--- src/design/aptc_consts.svh ---
// Purpose: Constants for the ADC pair trigger control block
// Assumes: 16-bit register port, word index addressing
// Notes:   Offsets are register indices on the plain register port
`ifndef APTC_CONSTS_SVH
`define APTC_CONSTS_SVH

// Register indices
`define APTC_OFS_CTRL_A   4'h0
`define APTC_OFS_CTRL_B   4'h1
`define APTC_OFS_CTRL_C   4'h2
`define APTC_OFS_STATUS   4'h3
`define APTC_OFS_MASK     4'h4

// Field positions inside each byte of a control register
`define APTC_BIT_IRQ_EN   3'h7
`define APTC_BIT_PEND     3'h6
`define APTC_BIT_SOFT     3'h5
`define APTC_SRC_MSB      3'h4
`define APTC_SRC_LSB      3'h0

// Reset values
`define APTC_RST_CTRL     16'h0000
`define APTC_RST_IRQ      6'h00

// Trigger source codes
`define APTC_SRC_OFF      5'h00
`define APTC_SRC_SOFT     5'h01
`define APTC_SRC_GSOFT    5'h02
`define APTC_SRC_SPECIAL  5'h03
`define APTC_SRC_PRI_LO   5'h04
`define APTC_SRC_PRI_HI   5'h0B
`define APTC_SRC_TMR1     5'h0C
`define APTC_SRC_SEC_SPEC 5'h0D
`define APTC_SRC_SEC_LO   5'h0E
`define APTC_SRC_SEC_HI   5'h16
`define APTC_SRC_CL_LO    5'h17
`define APTC_SRC_CL_HI    5'h1E
`define APTC_SRC_TMR2     5'h1F

`endif

--- src/design/aptc_pkg.sv ---
// Purpose: Types for the ADC pair trigger control block
// Assumes: Constants live in aptc_consts.svh
// Notes:   One pair byte matches the register byte layout bit for bit
package aptc_pkg;

  // One pair's control byte: enable, pending, soft trigger, source
  typedef struct packed {
    logic       irq_enable;
    logic       pending;
    logic       soft_trigger;
    logic [4:0] source_select;
  } aptc_pair_s;

  // Trigger producers on the far side, all on the block clock
  typedef struct packed {
    logic       global_soft;
    logic       pwm_special;
    logic [7:0] pwm_primary;
    logic       timer1_period;
    logic       pwm_sec_special;
    logic [8:0] pwm_secondary;
    logic [7:0] pwm_current_limit;
    logic       timer2_period;
  } aptc_trig_s;

  // Whole block state
  typedef struct packed {
    aptc_pair_s [5:0] pair;
    logic [5:0]       status;
    logic [5:0]       mask;
    logic [5:0]       pair_irq;
    logic [15:0]      rdata;
  } aptc_state_s;

endpackage

--- src/design/aptc_top.sv ---
// Purpose: Conversion trigger control for ADC pairs 2 to 7
// Assumes: Trigger inputs and completion pulses come from logic on clk
// Notes:   Pair index 0..5 inside the block stands for pairs 2..7
// Behaviour
// Interrupt enable set: request raised when that pair's conversion finishes; clear: none.
// Pending flag sets when selected trigger asserts, clears when conversion completes.
// Writing soft trigger one requests conversion, only with a software source selected.
// Hardware clears the soft trigger bit in the action that sets pending; code clears it only when a software code fires.
// Two pairs per register; upper byte higher pair, source fields bits 12-8 and 4-0.
// Pair n converts inputs 2n and 2n+1; registers hold pairs 2-3, 4-5, 6-7.
// Code 0 disables, code 1 individual software, code 2 global software trigger.
// Code 3 PWM special event; codes 4 to 11 PWM primary triggers 1 to 8.
// Code 12 timer 1 period match; code 31 timer 2 period match.
// Code 13 secondary special event; codes 14 to 22 PWM secondary triggers 1 to 9.
// Codes 23 to 30 PWM current-limit triggers 1 to 8.
// Software selects software source first; engine defers requests while busy.
// All control and source bits reset to zero, so nothing converts.
// Each pair's pending flag stays set independently until its own conversion finishes.
`timescale 1ns/1ns
`include "aptc_consts.svh"
`default_nettype none

module aptc_top #(
  parameter int ADDR_W = 4
) (
  input  wire logic                clk,
  input  wire logic                srst,
  input  wire logic [ADDR_W-1:0]   addr,
  input  wire logic [15:0]         wdata,
  input  wire logic                wr,
  input  wire logic                rd,
  output logic      [15:0]         rdata,
  input  wire aptc_pkg::aptc_trig_s trig,
  input  wire logic [5:0]          conv_done,
  output logic      [5:0]          conv_pending,
  output logic      [5:0]          pair_irq,
  output logic                     irq
);

  aptc_pkg::aptc_state_s state;
  aptc_pkg::aptc_state_s next_state;

  aptc_pkg::aptc_pair_s [5:0] pair_next;     // Next byte from each pair slice
  logic                 [5:0] pair_finish;   // Done seen while the pair is outstanding
  logic                 [5:0] byte_wr;       // Write strobe for each pair byte

  // Byte write strobes; each control register feeds two neighbouring pairs
  always_comb begin
    byte_wr = 6'h00;
    if (wr && addr == ADDR_W'(`APTC_OFS_CTRL_A)) begin
      byte_wr = 6'h03;
    end else if (wr && addr == ADDR_W'(`APTC_OFS_CTRL_B)) begin
      byte_wr = 6'h0C;
    end else if (wr && addr == ADDR_W'(`APTC_OFS_CTRL_C)) begin
      byte_wr = 6'h30;
    end else begin
      byte_wr = 6'h00;
    end
  end

  // One slice per pair; even slices take the low byte, odd ones the high byte
  for (genvar g = 0; g < 6; g++) begin : g_pair
    aptc_pair_next #(
      .BYTE_W (8)
    ) i_aptc_pair_next (
      .wr_byte (byte_wr[g]),
      .wbyte   (wdata[8*(g%2) +: 8]),
      .cur     (state.pair[g]),
      .trig    (trig),
      .done    (conv_done[g]),
      .nxt     (pair_next[g]),
      .finish  (pair_finish[g])
    );
  end

  // Next state: pair bytes, requests, sticky status, mask and read data
  always_comb begin
    next_state          = state;
    next_state.pair     = pair_next;
    next_state.pair_irq = 6'h00;
    next_state.rdata    = 16'h0000;
    // Only an enabled pair whose own conversion ends raises a request
    for (int i = 0; i < 6; i++) begin
      next_state.pair_irq[i] = pair_finish[i] & state.pair[i].irq_enable;
    end
    // Mask keeps six bits, one per pair
    if (wr && addr == ADDR_W'(`APTC_OFS_MASK)) begin
      next_state.mask = wdata[5:0];
    end
    // Sticky status: write one clears, a same cycle event wins
    if (wr && addr == ADDR_W'(`APTC_OFS_STATUS)) begin
      next_state.status = state.status & ~wdata[5:0];
    end
    next_state.status = next_state.status | next_state.pair_irq;
    // Read data stands one cycle after the read strobe only
    if (rd) begin
      if (addr == ADDR_W'(`APTC_OFS_CTRL_A)) begin
        next_state.rdata = {state.pair[1], state.pair[0]};
      end else if (addr == ADDR_W'(`APTC_OFS_CTRL_B)) begin
        next_state.rdata = {state.pair[3], state.pair[2]};
      end else if (addr == ADDR_W'(`APTC_OFS_CTRL_C)) begin
        next_state.rdata = {state.pair[5], state.pair[4]};
      end else if (addr == ADDR_W'(`APTC_OFS_STATUS)) begin
        next_state.rdata = {10'h000, state.status};
      end else if (addr == ADDR_W'(`APTC_OFS_MASK)) begin
        next_state.rdata = {10'h000, state.mask};
      end else begin
        next_state.rdata = 16'h0000;
      end
    end
  end

  // State register; everything clears so no pair converts after reset
  always_ff @(posedge clk) begin
    if (srst) begin
      state.pair     <= 48'(`APTC_RST_CTRL);
      state.status   <= `APTC_RST_IRQ;
      state.mask     <= `APTC_RST_IRQ;
      state.pair_irq <= `APTC_RST_IRQ;
      state.rdata    <= 16'h0000;
    end else begin
      state <= next_state;
    end
  end

  // Outputs
  always_comb begin
    for (int i = 0; i < 6; i++) begin
      conv_pending[i] = state.pair[i].pending;
    end
  end
  assign pair_irq = state.pair_irq;
  assign rdata    = state.rdata;
  // Level interrupt while any unmasked sticky bit stands
  assign irq      = |(state.status & state.mask);

endmodule

// One pair slice: source decode, pending flag, soft trigger clear and byte write
module aptc_pair_next #(
  parameter int BYTE_W = 8
) (
  input  wire logic                 wr_byte,
  input  wire logic [BYTE_W-1:0]    wbyte,
  input  wire aptc_pkg::aptc_pair_s cur,
  input  wire aptc_pkg::aptc_trig_s trig,
  input  wire logic                 done,
  output var  aptc_pkg::aptc_pair_s nxt,
  output logic                      finish
);

  logic hit;        // Selected trigger seen this cycle
  logic soft_src;   // Source is one of the two software codes

  // Source decode, one code a line so every producer can be traced
  always_comb begin
    hit = 1'b0;
    case (cur.source_select)
      `APTC_SRC_OFF:      hit = 1'b0;
      `APTC_SRC_SOFT:     hit = cur.soft_trigger;
      `APTC_SRC_GSOFT:    hit = cur.soft_trigger | trig.global_soft;
      `APTC_SRC_SPECIAL:  hit = trig.pwm_special;
      `APTC_SRC_PRI_LO:   hit = trig.pwm_primary[0];
      5'h05:              hit = trig.pwm_primary[1];
      5'h06:              hit = trig.pwm_primary[2];
      5'h07:              hit = trig.pwm_primary[3];
      5'h08:              hit = trig.pwm_primary[4];
      5'h09:              hit = trig.pwm_primary[5];
      5'h0A:              hit = trig.pwm_primary[6];
      `APTC_SRC_PRI_HI:   hit = trig.pwm_primary[7];
      `APTC_SRC_TMR1:     hit = trig.timer1_period;
      `APTC_SRC_SEC_SPEC: hit = trig.pwm_sec_special;
      `APTC_SRC_SEC_LO:   hit = trig.pwm_secondary[0];
      5'h0F:              hit = trig.pwm_secondary[1];
      5'h10:              hit = trig.pwm_secondary[2];
      5'h11:              hit = trig.pwm_secondary[3];
      5'h12:              hit = trig.pwm_secondary[4];
      5'h13:              hit = trig.pwm_secondary[5];
      5'h14:              hit = trig.pwm_secondary[6];
      5'h15:              hit = trig.pwm_secondary[7];
      `APTC_SRC_SEC_HI:   hit = trig.pwm_secondary[8];
      `APTC_SRC_CL_LO:    hit = trig.pwm_current_limit[0];
      5'h18:              hit = trig.pwm_current_limit[1];
      5'h19:              hit = trig.pwm_current_limit[2];
      5'h1A:              hit = trig.pwm_current_limit[3];
      5'h1B:              hit = trig.pwm_current_limit[4];
      5'h1C:              hit = trig.pwm_current_limit[5];
      5'h1D:              hit = trig.pwm_current_limit[6];
      `APTC_SRC_CL_HI:    hit = trig.pwm_current_limit[7];
      `APTC_SRC_TMR2:     hit = trig.timer2_period;
      default:            hit = 1'b0;
    endcase
  end

  // Both software codes drop the soft bit when they fire
  assign soft_src = (cur.source_select == `APTC_SRC_SOFT) ||
                    (cur.source_select == `APTC_SRC_GSOFT);

  // A done pulse only counts while this pair is outstanding
  assign finish = done & cur.pending;

  // Next byte; a software write beats the hardware soft clear
  always_comb begin
    nxt = cur;
    // A trigger in the finishing cycle keeps the pair pending
    nxt.pending = (cur.pending & ~finish) | hit;
    if (hit && soft_src) begin
      nxt.soft_trigger = 1'b0;
    end
    // Pending is hardware owned, so a write leaves it alone
    if (wr_byte) begin
      nxt.irq_enable    = wbyte[`APTC_BIT_IRQ_EN];
      nxt.soft_trigger  = wbyte[`APTC_BIT_SOFT];
      nxt.source_select = wbyte[`APTC_SRC_MSB:`APTC_SRC_LSB];
    end
  end

endmodule

`default_nettype wire

--- config.mk ---
export PLATFORM = sky130hd
export DESIGN_NAME = aptc_top
export DESIGN_NICKNAME = d
export VERILOG_FILES = /design/src/design/aptc_pkg.sv /design/src/design/aptc_top.sv
export VERILOG_INCLUDE_DIRS = /design/src /design/src/design
export SDC_FILE = /design/constraint.sdc
export NUM_CORES = 1
export LEC_CHECK = 0
export BUFFER_PORTS_ARGS = -buffer_cell sky130_fd_sc_hd__clkbuf_2
export CAP_MARGIN = 20
export CELL_PAD_IN_SITES_DETAIL_PLACEMENT = 1
export CELL_PAD_IN_SITES_GLOBAL_PLACEMENT = 1
export CORE_MARGIN = 3
export CORE_UTILIZATION = 47
export DETAILED_ROUTE_END_ITERATION = 6
export GPL_TIMING_DRIVEN = 0
export PLACE_DENSITY = 0.95
export SKIP_CTS_REPAIR_TIMING = 1
export SYNTH_ARGS = -nofsm -noshare
export SYNTH_HDL_FRONTEND = slang
export SYNTH_HIERARCHICAL = 1
export SYNTH_SLANG_ARGS = --single-unit
--- constraint.sdc ---
create_clock -name clk -period 5 [get_ports clk]
set_input_delay 1 -clock clk [delete_from_list [all_inputs] [get_ports clk]]
set_output_delay 1 -clock clk [all_outputs]
set_load 0.01 [all_outputs]
==> out/metrics.csv <==
stage;metric;value;unit
outcome;outcome;finished clean;
clock_network;CTS Root Cell;clkbuf_16;
logic_synthesis;largest area contributor in the netlist;dfxtp_1;
placement;Cells after DPL;942;
sta;Slew @ Worst Pin;0.670;ns
layout;share of cells above drive strength 1;28.1;%
global_route;largest net degree at the start of global routing;14;
placement;Post-DP HPWL;17.8;mm
logic_synthesis;ys flop type;dfxtp_1;
clock_network;worst skew pair latency;0.35;ns
placement;Placed Instance Area;6680;um^2
detailed_routing;1st-iter DRT viols;655;
critical_path;CP Cell Sequence;clkbuf_2 > or4_4 > buf_6 > buf_6 > nor2_1 > clkbuf_1 > mux2_2 > nor2b_1;
logic_synthesis;Cells after Synth;689;
logic_synthesis;synthesis warning total;6;
die;I/O Pins;89;
detailed_routing;Final ANT Viol Nets;0;
detailed_routing;drt total wl;24.7;mm
logic_synthesis;Area contributors post-synth;dfxtp_1 27%, mux2i_1 7.9%, nor2b_1 5.5%;
worst_hold_path;WHS Endpoint;rdata[8];
die;chip height;119;um
job;max-cap violations;0;
logic_synthesis;top cells by count, synth;82 x dfxtp_1, 53 x nor2b_1, 48 x mux2i_1, 43 x nand2_1, 36 x o21ai_1;
global_route;Overflow after GRT;0;
layout;nets;845;
detailed_routing;DR vias/cell;6.64;
sta;minimum clock period;3.22;ns
logic_synthesis;Async S/R FF share, synth;0;%
logic_synthesis;syn nets;749;
critical_path;critical path capture point type;flip-flop;
logic_synthesis;post-synth top area share;27.1;%
logic_synthesis;Post-synth EDFFs;0;
logic_synthesis;most frequent cell after synthesis;dfxtp_1;
layout;fill cell count;1531;
worst_hold_path;Hold Crit Class;reg -> reg;
clock_network;Worst-path clk slew;0.06;ns
die;initial core utilization;49.1;%
pwr;Lkg Pwr;2.63;nW
logic_synthesis;Yosys reg bits;82;
sta;final worst path period share;64.3;%
layout;Syn-to-layout area delta;15.0;%
layout;Final Instance Area;6960;um^2
logic_synthesis;mapped cell area;6050;um^2
placement;Port-buffer cells;85;
global_route;vias in the first global route;6760;
logic_synthesis;post-synth cell types;53;
sta;final hold violations;0;
global_route;initial antenna violation count;0;
pwr;pwr dens;217;nW/um^2
clock_network;CTS tree;built;
detailed_routing;DRC violations left;0;
global_route;first-pass GRT wire length;38.9;mm
clock_network;TritonCTS buffer count;9;
layout;non-filler instance count after layout;958;
clock_network;Longest Clk Path Bufs;2;
critical_path;Critical Path RT;5.21;ns
critical_path;Crit Path Class;in -> reg;
sta;Final Skew;0.00830;ns
critical_path;reg2reg path depth;6;
detailed_routing;Routed wire per std cell;25.8;um
die;core area;12300;um^2
global_route;gr usage total;34.7;%
sta;f_max;311;MHz
die;Site Rows;40;
detailed_routing;Detailed Routing Iterations Pass 1;6;
critical_path;crit path DAT;3.42;ns
sta;max-slew violation count;0;
logic_synthesis;syn avg cell area;8.78;um^2
critical_path;biggest cell delay along the critical path;0.55;ns
layout;antenna cells;0;
placement;GP Congestion;1.00;
logic_synthesis;post-synthesis sequential area ratio;27.1;%
die;Horiz. Die Dim;119;um
sta;Worst slew margin;54.2;%
critical_path;CP max FO;10;
worst_hold_path;hold path start;state[74];
critical_path;reg2reg setup slack;2.99;ns
worst_hold_path;hold depth;2;
critical_path;Worst setup SP type;primary input;
clock_network;number of H-tree levels;3;
clock_network;clock sink total;82;
critical_path;crit-path most repeated cell;buf_6;
detailed_routing;DR vias;6365;
die;die area;14300;um^2
critical_path;r2r startpoint;state[45];
sta;final setup vio count;0;
sta;setup TNS;0;ns
pwr;total power;0.00151;W
sta;unrepaired setup endpoints after global routing;false;
pwr;peak supply drop;0.162;mV
critical_path;Slowest-stage cell, CP;or4_4;
critical_path;worst r2r dst;conv_pending[1];
[state kept, by name (all words and copies together), names as in the netlist]
signal / flops
rdata: 16
pair_irq: 6
state: 54
conv_pending: 6
[critical path, delay by kind of cell]
| family | cells | cell delay, ns |
|---|---|---|
| AND/OR/NAND/NOR | 3 | 1.07 |
| buffers and inverters | 4 | 0.92 |
| multiplexers | 1 | 0.42 |
[metal layers]
layer	track usage [%]	routed length [um]	up-vias
met2	58.7	11900	432
met1	42.1	9560	3080
met4	17.4	1330	0
li1	-	-	2724
met3	6.36	1920	129
met5	0	0	-
[through the flow]
stage          hold WS, ns  worst slack [ns]  utilization, %
6_report             0.473              1.78            56.5
5_1_grt              0.504              1.76            56.5
4_1_cts              0.470              1.82            56.5
3_5_place_dp         0.477              1.55            54.3
3_3_place_gp         0.461              1.62            54.3
2_1_floorplan        0.440              2.05               -
[worst max path at each step]
stage | startpoint | end | slack (ns) | cells past startpoint
floorplan | addr[3] | state[34] | 2.05 | 8
global placement | addr[1] | state[42] | 1.62 | 8
detailed placement | addr[1] | state[35] | 1.55 | 8
CTS | addr[1] | state[34] | 1.82 | 8
global route | addr[1] | state[34] | 1.76 | 8
finish | addr[1] | state[34] | 1.78 | 8
[cells by family (layout without fill, tap and decap cells)]
group / count (synthesis) / count (layout) / synth area share (%)
AO/OA/AOI/OAI: 168 / 168 / 19.6
XOR/XNOR: 6 / 6 / 0.869
buffers and inverters: 121 / 222 / 12.5
flip-flops: 82 / 82 / 27.1
multiplexers: 78 / 78 / 14.6
AND/OR/NAND/NOR: 234 / 234 / 25.3
[cells in the final DEF (no fill, tap or decap), types with 21 or more instances in the layout]
master	count
a21oi_1	34
buf_2	27
buf_4	29
buf_6	21
clkbuf_2	85
dfxtp_1	82
inv_1	28
mux2i_1	48
nand2_1	43
nand3b_1	24
nor2b_1	53
o21ai_1	36
[area by class of cell]
cell class / instances / area, um^2 / area share, %
clock inverter: 6 / 32.5 / 0.468
inverter: 29 / 109 / 1.57
tap: 168 / 210 / 3.02
buffer: 92 / 646 / 9.28
clock buffer: 10 / 239 / 3.44
multi-input combinational: 486 / 3650 / 52.5
sequential: 82 / 1640 / 23.6
timing repair buffer: 85 / 425 / 6.12
[power breakdown]
group	switching [W]	leakage, nW	internal (W)
registers	0.00000910	0.662	0.000662
logic	0.000137	1.84	0.0000816
clock network	0.000271	0.138	0.000345
Note: power is estimated with default switching activity, not from simulation.
